==> src/logic/ulpc_map.svh <==
// constants for the user logic port control block
`ifndef ULPC_MAP_SVH
`define ULPC_MAP_SVH
`define ULPC_DIR_IN          1'b0
`define ULPC_DIR_OUT         1'b1
`define ULPC_FN_WIDTH        2
`define ULPC_FN_USER         2'h1
`define ULPC_V1_GP1_IN       1
`define ULPC_V1_GP1_OUT      1
`define ULPC_V1_GP1_DIR      1
`define ULPC_V1_GP2_IN       8
`define ULPC_V1_GP2_OUT      8
`define ULPC_V1_GP2_DIR      8
`define ULPC_V1_GP3_IN       5
`define ULPC_V1_GP3_OUT      5
`define ULPC_V1_GP3_DIR      5
`define ULPC_V2_GP1_IN       12
`define ULPC_V2_GP1_OUT      12
`define ULPC_V2_GP1_DIR      6
`define ULPC_V2_GP2_IN       4
`define ULPC_V2_GP2_OUT      3
`define ULPC_V2_GP2_DIR      4
`define ULPC_V2_GP2_OUT_BASE 4
`define ULPC_GP_MAXPINS      13
`endif

==> src/logic/ulpc_pkg.sv <==
// types for the user logic port control block
package ulpc_pkg;
    typedef enum logic {
        ULPC_VARIANT_ONE,
        ULPC_VARIANT_TWO
    } ulpc_variant_t;
    typedef logic [1:0] ulpc_fn_t;
endpackage

==> src/logic/ulpc_pin_if.sv <==
// per-pin user request and pad drive bundle between the port modules
`timescale 1ns/1ps
interface ulpc_pin_if;
    logic user_out;
    logic user_dir;
    logic user_sel;
    logic pad_out;
    logic pad_oe;
    logic term_low;
    modport ctrl (input user_out, user_dir, user_sel,
                  output pad_out, pad_oe, term_low);
    modport top (output user_out, user_dir, user_sel,
                 input pad_out, pad_oe, term_low);
endinterface

==> src/logic/ulpc_pin.sv <==
// one controllable pin: input synchroniser and registered drive gate
`timescale 1ns/1ps
`include "ulpc_map.svh"
module ulpc_pin (
    input  wire logic mclk,
    input  wire logic reset,
    input  wire logic pad_in,
    output logic      user_in,
    ulpc_pin_if.ctrl  pin
);
    logic [2:0] sync;
    // three stages; the first is read only by the second
    always_ff @(posedge mclk) begin
        if (reset) begin
            sync <= 3'h0;
        end else begin
            sync <= {sync[1:0], pad_in};
        end
    end
    // a change counts once the second and third stages agree
    always_ff @(posedge mclk) begin
        if (reset) begin
            user_in <= 1'b0;
        end else if (sync[1] == sync[2]) begin
            user_in <= sync[2];
        end
    end
    always_ff @(posedge mclk) begin
        if (reset) begin
            pin.pad_out  <= 1'b0;
            pin.pad_oe   <= 1'b0;
            pin.term_low <= 1'b0;
        end else begin
            pin.pad_oe   <= pin.user_sel & (pin.user_dir == `ULPC_DIR_OUT);
            pin.pad_out  <= pin.user_sel & (pin.user_dir == `ULPC_DIR_OUT)
                            & pin.user_out;
            pin.term_low <= pin.user_sel & (pin.user_dir == `ULPC_DIR_OUT)
                            & ~pin.user_out;
        end
    end
endmodule // ulpc_pin

==> src/logic/ulpc_port_ctrl.sv <==
// port control for the user logic area: trig, sync and gp ports
`timescale 1ns/1ps
`include "ulpc_map.svh"
// Behaviour
// - A direction bit of 0 makes a pin an input and 1 makes it an output.
// - The synchronised pin level is always given to user logic; the variant two gp2 fixed output pins 4..6 are not read back.
// - User output and direction act only while the pin function is user.
// - Every pin input is synchronised to the data clock first.
// - Direction 1 with output 0 selects low-impedance input termination; only the trig and sync pins bring it out, as trig_term_low and sync_term_low.
// - User logic has no control over output impedance.
// - The output value reaches a pin only while its direction is output.
// - Variant one has one-pin trig, sync and first gp ports.
// - Variant one second gp port has 8 differential pins.
// - Variant one third gp port has 5 single-ended pins.
// - Variant two first gp port has 12 pins and 6 shared direction bits.
// - Variant two second gp port has 4 fixed inputs and 3 fixed outputs.
// - Variant two has a fixed star input and a fixed star output.
module ulpc_port_ctrl
    import ulpc_pkg::*;
#(
    parameter ulpc_pkg::ulpc_variant_t VARIANT = ulpc_pkg::ULPC_VARIANT_ONE
) (
    input  wire logic                 mclk,
    input  wire logic                 reset,
    input  wire ulpc_pkg::ulpc_fn_t   trig_fn,
    input  wire ulpc_pkg::ulpc_fn_t   sync_fn,
    input  wire ulpc_pkg::ulpc_fn_t   gp1_fn,
    input  wire ulpc_pkg::ulpc_fn_t   gp2_fn,
    input  wire ulpc_pkg::ulpc_fn_t   gp3_fn,
    input  wire logic                 trig_pad_in,
    input  wire logic                 sync_pad_in,
    input  wire logic [11:0]          gp1_pad_in,
    input  wire logic [7:0]           gp2_pad_in,
    input  wire logic [4:0]           gp3_pad_in,
    input  wire logic                 star_in_pad,
    output logic                      trig_pad_out,
    output logic                      trig_pad_oe,
    output logic                      trig_term_low,
    output logic                      sync_pad_out,
    output logic                      sync_pad_oe,
    output logic                      sync_term_low,
    output logic [11:0]               gp1_pad_out,
    output logic [11:0]               gp1_pad_oe,
    output logic [7:0]                gp2_pad_out,
    output logic [7:0]                gp2_pad_oe,
    output logic [4:0]                gp3_pad_out,
    output logic [4:0]                gp3_pad_oe,
    output logic                      star_out_pad,
    output logic                      trig_in,
    input  wire logic                 trig_out,
    input  wire logic                 trig_dir,
    output logic                      sync_in,
    input  wire logic                 sync_out,
    input  wire logic                 sync_dir,
    output logic [11:0]               gp1_in,
    input  wire logic [11:0]          gp1_out,
    input  wire logic [11:0]          gp1_dir,
    output logic [7:0]                gp2_in,
    input  wire logic [7:0]           gp2_out,
    input  wire logic [7:0]           gp2_dir,
    output logic [4:0]                gp3_in,
    input  wire logic [4:0]           gp3_out,
    input  wire logic [4:0]           gp3_dir,
    output logic                      star_in,
    input  wire logic                 star_out
);
    import ulpc_pkg::*;

    // widths per variant, fixed at elaboration
    localparam bit V2 = (VARIANT == ULPC_VARIANT_TWO);
    localparam int GP1_IN  = V2 ? `ULPC_V2_GP1_IN  : `ULPC_V1_GP1_IN;
    localparam int GP1_DIR = V2 ? `ULPC_V2_GP1_DIR : `ULPC_V1_GP1_DIR;
    localparam int GP2_IN  = V2 ? `ULPC_V2_GP2_IN  : `ULPC_V1_GP2_IN;
    localparam int GP2_OUT = V2 ? `ULPC_V2_GP2_OUT : `ULPC_V1_GP2_OUT;
    localparam int GP2_PIN = V2 ? (`ULPC_V2_GP2_OUT_BASE + GP2_OUT)
                                : `ULPC_V1_GP2_IN;
    localparam int GP3_PIN = V2 ? 0 : `ULPC_V1_GP3_IN;

    // trig and sync pins
    ulpc_pin_if trig_if ();
    ulpc_pin_if sync_if ();
    assign trig_if.user_out = trig_out;
    assign trig_if.user_dir = trig_dir;
    assign trig_if.user_sel = (trig_fn == `ULPC_FN_USER);
    assign sync_if.user_out = sync_out;
    assign sync_if.user_dir = sync_dir;
    assign sync_if.user_sel = (sync_fn == `ULPC_FN_USER);

    ulpc_pin u_trig (
        .mclk    (mclk),
        .reset   (reset),
        .pad_in  (trig_pad_in),
        .user_in (trig_in),
        .pin     (trig_if.ctrl)
    );
    ulpc_pin u_sync (
        .mclk    (mclk),
        .reset   (reset),
        .pad_in  (sync_pad_in),
        .user_in (sync_in),
        .pin     (sync_if.ctrl)
    );
    assign trig_pad_out  = trig_if.pad_out;
    assign trig_pad_oe   = trig_if.pad_oe;
    assign trig_term_low = trig_if.term_low;
    assign sync_pad_out  = sync_if.pad_out;
    assign sync_pad_oe   = sync_if.pad_oe;
    assign sync_term_low = sync_if.term_low;
    // no output impedance control is offered anywhere

    // first gp port; variant two shares one direction bit per pin pair
    genvar i;
    generate
        for (i = 0; i < `ULPC_V2_GP1_IN; i++) begin : g_gp1
            if (i < GP1_IN) begin : g_on
                ulpc_pin_if pif ();
                assign pif.user_out = gp1_out[i];
                // one direction bit per pin, or per pin pair in variant two
                assign pif.user_dir =
                    gp1_dir[i / (GP1_IN / GP1_DIR)];
                assign pif.user_sel = (gp1_fn == `ULPC_FN_USER);
                ulpc_pin u_pin (
                    .mclk    (mclk),
                    .reset   (reset),
                    .pad_in  (gp1_pad_in[i]),
                    .user_in (gp1_in[i]),
                    .pin     (pif.ctrl)
                );
                assign gp1_pad_out[i] = pif.pad_out;
                assign gp1_pad_oe[i]  = pif.pad_oe;
            end else begin : g_off
                // absent pins idle: not driven, read as zero
                always_ff @(posedge mclk) begin
                    gp1_in[i]      <= 1'b0;
                    gp1_pad_out[i] <= 1'b0;
                    gp1_pad_oe[i]  <= 1'b0;
                end
            end
        end

        // second gp port: free pins in variant one, fixed split in two
        for (i = 0; i < `ULPC_V1_GP2_IN; i++) begin : g_gp2
            if (i < GP2_PIN) begin : g_on
                ulpc_pin_if pif ();
                logic       pin_in;
                if (!V2) begin : g_free
                    assign pif.user_out = gp2_out[i];
                    assign pif.user_dir = gp2_dir[i];
                end else if (i < GP2_IN) begin : g_fin
                    // fixed input; user direction ignored
                    assign pif.user_out = 1'b0;
                    assign pif.user_dir = `ULPC_DIR_IN;
                end else begin : g_fout
                    // fixed output pins 4..6 take out bits 0..2
                    assign pif.user_out = gp2_out[i - `ULPC_V2_GP2_OUT_BASE];
                    assign pif.user_dir = `ULPC_DIR_OUT;
                end
                assign pif.user_sel = (gp2_fn == `ULPC_FN_USER);
                ulpc_pin u_pin (
                    .mclk    (mclk),
                    .reset   (reset),
                    .pad_in  (gp2_pad_in[i]),
                    .user_in (pin_in),
                    .pin     (pif.ctrl)
                );
                assign gp2_pad_out[i] = pif.pad_out;
                assign gp2_pad_oe[i]  = pif.pad_oe;
            end else begin : g_off
                always_ff @(posedge mclk) begin
                    gp2_pad_out[i] <= 1'b0;
                    gp2_pad_oe[i]  <= 1'b0;
                end
            end
        end

        // user input bits of the second gp port
        for (i = 0; i < `ULPC_V1_GP2_IN; i++) begin : g_gp2_in
            if (i < GP2_IN) begin : g_on
                assign gp2_in[i] = g_gp2[i].g_on.pin_in;
            end else begin : g_off
                always_ff @(posedge mclk) begin
                    gp2_in[i] <= 1'b0;
                end
            end
        end

        // third gp port, variant one only
        for (i = 0; i < `ULPC_V1_GP3_IN; i++) begin : g_gp3
            if (i < GP3_PIN) begin : g_on
                ulpc_pin_if pif ();
                assign pif.user_out = gp3_out[i];
                assign pif.user_dir = gp3_dir[i];
                assign pif.user_sel = (gp3_fn == `ULPC_FN_USER);
                ulpc_pin u_pin (
                    .mclk    (mclk),
                    .reset   (reset),
                    .pad_in  (gp3_pad_in[i]),
                    .user_in (gp3_in[i]),
                    .pin     (pif.ctrl)
                );
                assign gp3_pad_out[i] = pif.pad_out;
                assign gp3_pad_oe[i]  = pif.pad_oe;
            end else begin : g_off
                always_ff @(posedge mclk) begin
                    gp3_in[i]      <= 1'b0;
                    gp3_pad_out[i] <= 1'b0;
                    gp3_pad_oe[i]  <= 1'b0;
                end
            end
        end

        // backplane star lines, variant two only, always enabled
        if (V2) begin : g_star
            logic [2:0] star_sync;
            always_ff @(posedge mclk) begin
                if (reset) begin
                    star_sync <= 3'h0;
                end else begin
                    star_sync <= {star_sync[1:0], star_in_pad};
                end
            end
            always_ff @(posedge mclk) begin
                if (reset) begin
                    star_in      <= 1'b0;
                    star_out_pad <= 1'b0;
                end else begin
                    if (star_sync[1] == star_sync[2]) begin
                        star_in <= star_sync[2];
                    end
                    star_out_pad <= star_out;
                end
            end
        end else begin : g_nostar
            always_ff @(posedge mclk) begin
                star_in      <= 1'b0;
                star_out_pad <= 1'b0;
            end
        end
    endgenerate

    // user outputs are taken as already on mclk and are not resynchronised;
    // a user that holds directions at 0 leaves every pad undriven except the variant two gp2 fixed outputs and the star output
endmodule // ulpc_port_ctrl

==> config.mk <==
export PLATFORM = sky130hd
export DESIGN_NAME = ulpc_port_ctrl
export DESIGN_NICKNAME = d
export VERILOG_FILES = /design/src/logic/ulpc_pkg.sv /design/src/logic/ulpc_pin_if.sv /design/src/logic/ulpc_pin.sv /design/src/logic/ulpc_port_ctrl.sv
export VERILOG_INCLUDE_DIRS = /design/src /design/src/logic
export SDC_FILE = /design/constraint.sdc
export NUM_CORES = 1
export LEC_CHECK = 0
export ABC_AREA = 1
export BUFFER_PORTS_ARGS = -buffer_cell sky130_fd_sc_hd__buf_2
export CORE_UTILIZATION = 51
export CTS_BUF_LIST = sky130_fd_sc_hd__clkbuf_4
export CTS_CLUSTER_SIZE = 12
export DETAILED_ROUTE_END_ITERATION = 6
export HOLD_SLACK_MARGIN = 0.08
export PLACE_DENSITY = 0.88
export SLEW_MARGIN = 20
export SYNTH_ARGS = -nofsm -noshare
export SYNTH_HDL_FRONTEND = slang
export SYNTH_SLANG_ARGS = --single-unit
==> constraint.sdc <==
create_clock -name mclk -period 1.52 [get_ports mclk]
set_input_delay 0.304 -clock mclk [delete_from_list [all_inputs] [get_ports mclk]]
set_output_delay 0.304 -clock mclk [all_outputs]
set_load 0.1 [all_outputs]
## After elaboration in Yosys (flattened, before gate mapping)

Cells that the tools add are included.

- Bits of input ports: 95
- Register bits: 98
- Word-level logic and storage cells: 123
- Output and inout bits: 85

- Equality and inequality tests: 21
- Bitwise gates (word level): 36

Operator list:

| operator | number |
|---|---|
| AND 1 bit | 34 |
| equality test 1 bit | 16 |
| equality test 2 x 1 -> 1 bit, second input constant | 5 |
| NOT 1 bit | 2 |

## Longest topological paths before layout

- Depth in word-level cells: 3
- Mapped depth: 5
- Gate-level depth less buffers: 4

## Cells and area by module

A second synthesis with hierarchy kept.

- Cell total of the unflattened synthesis: 402
- Area total of the unflattened synthesis: 3809.9 um^2

Modules (own cells, without submodules):

| module | sequential area each (um^2) | instances | area each (um^2) | cells an instance |
|---|---|---|---|---|
| ulpc_pin | 140.1 | 16 | 201.4 | 20 |
| ulpc_port_ctrl | 0.0 | 1 | 586.8 | 82 |

## Worst setup path before layout

No wires, ideal clock.

- Path kind: reg-to-reg
- Start point: reg u_sync.user_in (netlist name)
- End point: reg u_sync.user_in
- Setup slack: 0.267 ns
- Stages on the path, launching flop included: 3
- Period minus slack after synthesis: 1.253 ns
- Arrival: 1.187 ns
- Path buffers: 0
- Cell sequence: dfxtp_1 > a21oi_1 > nor2_1

RTL lines:

| what | line | source |
|---|---|---|
| end signal, assigned | ulpc_pin.sv:25 | `user_in <= sync[2];` |
| end, declared | ulpc_pin.sv:8 | `output logic user_in,` |

## Final worst setup path

- Start point: reg g_gp2[4].g_on.u_pin.pin.pad_oe
- End point: out gp2_pad_oe[4]

RTL lines:

| what | line | source |
|---|---|---|
| start, declared | ulpc_pin_if.sv:11 | `output pad_out, pad_oe, term_low);` |
| start signal, assigned | ulpc_pin.sv:34 | `` pin.pad_oe <= pin.user_sel & (pin.user_dir == `ULPC_DIR_OUT); `` |
| end, declared | ulpc_port_ctrl.sv:45 | `output logic [7:0] gp2_pad_oe,` |

No word-level cell between the ends.

==> results.md <==
* Worst skew pair latency at ~0.42 ns
* Worst Path Arrival at between 1 and 1.5 ns
* Worst Setup Path Type: register to output pin
* Outcome: completed
* RSZ-0062 raised after global routing: false
* Initial Util at between 50% and 60%
* Num CTS Buffers at 9
* First-pass GRT wire length at around 9500 um
* TNS Setup at 0 ns
* GRT Util Overall at approximately 17%
* Detailed Route Iter0 Violations at 48
* Row cnt at 30
* Vias at approximately 2.6k
* Clock transition at the registers of the reported paths at roughly 0.12 ns
* Iteration count of the initial detailed-routing pass at 4
* Pint at 0.003183 W
* Worst-path maximum fanout at 1
* Setup Viol. Count Final at 0
* Leak at 2.330 nW
* Final #Nets at ~630
* Gate Count Post-Synth at roughly 430
* Clock root buffer: clkbuf_4
* Final-report max-slew violation count at 0
* Hold/Removal Path Class: input pin to register
* Vias in the first global route at around 2.3k
* Worst EP required at roughly 1.2 ns
* H-tree Lvls at 3
* CP endpoint kind: output pin
* ANT cells at 0
* CP peak stage delay at roughly 0.42 ns
* Ratio of cells with drive above 1 in the final layout at approximately a quarter
* Part of the power in registers at 57.3%
* Core outline area at 6794 um^2
* WP buf/inv at 1
* Fin crit share at between 90% and 100%
* Wire per inst at 9.498 um
* Comb power frac at roughly 18%
* Distinct cells, synth at 14
* Yosys Warn Count at 0
* Worst VDD drop at about 0.66 mV
* Tmin final at between 1 and 1.5 ns
* Sw Pwr at ~0.0015 W
* Largest net degree at the start of global routing at 28
* Detailed placement HPWL at about 3900 um
* Crit-path slowest cell: buf_2
* Max-Cap Viols at 0
* Most frequent cells in the layout: nor2_1 (98), dfxtp_1 (98), inv_1 (97)
* Mapped cell area at around 3600 um^2
* DIE HEIGHT at 85.85 um
* Layout area overhead at 19.26%
* Final core utilization at between 60% and 70%
* Pwr/cell area at 1088 nW/um^2
* CP cell instances: buf_2
* Maximum clock path buffer count at 2
* Register bit count reported by yosys at between 90 and 100
* Routed vias/inst at between 4 and 5
* Die W at 85.85 um
* DRC at 0
* Setup Buffers After CTS at 0
* Die area at between 7000 and 8000 um^2
* Sequential cell area fraction in the yosys report at between 50% and 60%
* Input/output buffers at between 100 and 150
* Hold Violations, Final at 0
* Remaining Overflow, GRT at 0
* Syn Area/Cell at just over 8 um^2
* CTS Sinks at between 90 and 100
* Initial antenna violation count at 0
* CTS tree: yes
* Clock network power share at approximately a quarter
* Final WL at 6050 um
* Post-DRT Antenna Nets at 0
* # IOs at 180
* Setup Skew at roughly 0.015 ns
* FMAX at 682.8 MHz
* Top delay family on crit path: buffers and inverters
* GPL Wtd Cong at 0.6301
* Sw frac at between 30% and 40%
* Startpoint Class: register
==> per-layer routing <==
metal  vias to the layer above  track usage (%)  share of wire [%]
met5                         -                0                  0
met4                         0            7.727                1.8
met3                        11            3.946                5.9
met2                        98            32.58                 53
met1                      1134            16.75                 39
li1                       1338                -                  -
==> synthesized netlist by cell type (all sizes together) <==
library cell	instances	area, um^2
nand2	19	71.32
inv	98	370.4
conb	1	3.750
o21ai	16	80.07
nor3	1	5.000
a21oi	16	80.08
dfxtp	98	1962
buf	85	639.4
nor2	99	374.1
==> registers in the layout, summed over array words and instances (netlist names), 3 cells and up <==
register	flops
g_gp3.g_on.u_pin.user_in	5
g_gp2.g_on.u_pin.pin.pad_oe	8
g_gp2.g_on.u_pin.sync	24
g_gp3.g_on.u_pin.pin.pad_oe	5
g_gp1.g_on.u_pin.sync	3
u_sync.sync	3
g_gp2.g_on.u_pin.user_in	8
g_gp2.g_on.u_pin.pin.pad_out	8
g_gp3.g_on.u_pin.sync	15
g_gp3.g_on.u_pin.pin.pad_out	5
u_trig.sync	3
==> repair_timing <==
item / CTS / global route
endpoints found under the setup margin: 19 / 17
hold buffers: 31 / 0
pin swaps: 0 / 0
resized for setup: 19 / 17
hold endpoints to repair: 33 / 0
==> kinds of logic after synthesis <==
logic type,count (synthesis),synth area share (%)
DFF,98,54.71
and+or+nand+nor,119,12.56
other,1,0.1046
buffers and inverters,183,28.16
AOI/OAI and AO/OA,32,4.466
==> final timing paths <==
path	from	end	slack (ns)	cells past startpoint
max reg2reg	g_gp2[1].g_on.u_pin.user_in$_SDFFE_PP0N_	g_gp2[1].g_on.u_pin.user_in$_SDFFE_PP0N_	0.82	2
min reg2reg	g_gp2[3].g_on.u_pin.sync[0]$_SDFF_PP0_	g_gp2[3].g_on.u_pin.sync[1]$_SDFF_PP0_	0.41	2
max	g_gp2[4].g_on.u_pin.pin.pad_oe$_SDFF_PP0_	gp2_pad_oe[4]	0.06	1
min	gp2_out[0]	g_gp2[0].g_on.u_pin.pin.pad_out$_SDFF_PP0_	0.11	3
==> stage by stage <==
| step | total power, W | std cells | hold WS, ns | setup WS (ns) | cell area [um^2] |
|---|---|---|---|---|---|
| floorplan | 0.003467 | 467 | 0.3764 | 0.2666 | 3714 |
| global placement | 0.003478 | 590 | 0.3886 | 0.4190 | 3762 |
| detailed placement | 0.003491 | 590 | 0.3939 | 0.3649 | 3762 |
| CTS | 0.004706 | 637 | 0.08797 | 0.001973 | 4234 |
| global route | 0.004883 | 637 | 0.09075 | 0.0003429 | 4277 |
| finish | 0.004651 | 637 | 0.1136 | 0.05549 | 4277 |
==> power groups by stage <==
stage	logic [W]	registers [W]	clock network (W)
3_5_place_dp	0.000768	0.00272	0
2_1_floorplan	0.000726	0.00274	0
3_3_place_gp	0.000759	0.00272	0
6_report	0.000839	0.00267	0.00115
4_1_cts	0.000831	0.00267	0.00121
5_1_grt	0.000886	0.00268	0.00132
==> cell type report <==
| class | instances | area, um^2 |
|---|---|---|
| fill | 575 | 2517 |
| sequential | 98 | 1962 |
| timing repair buffer | 143 | 968.4 |
| multi-input combinational | 186 | 742.0 |
| inverter | 98 | 370.4 |
| tap | 96 | 120.1 |
| clock buffer | 11 | 82.58 |
| clock inverter | 5 | 31.28 |
Note: power is estimated with default switching activity, not from simulation.
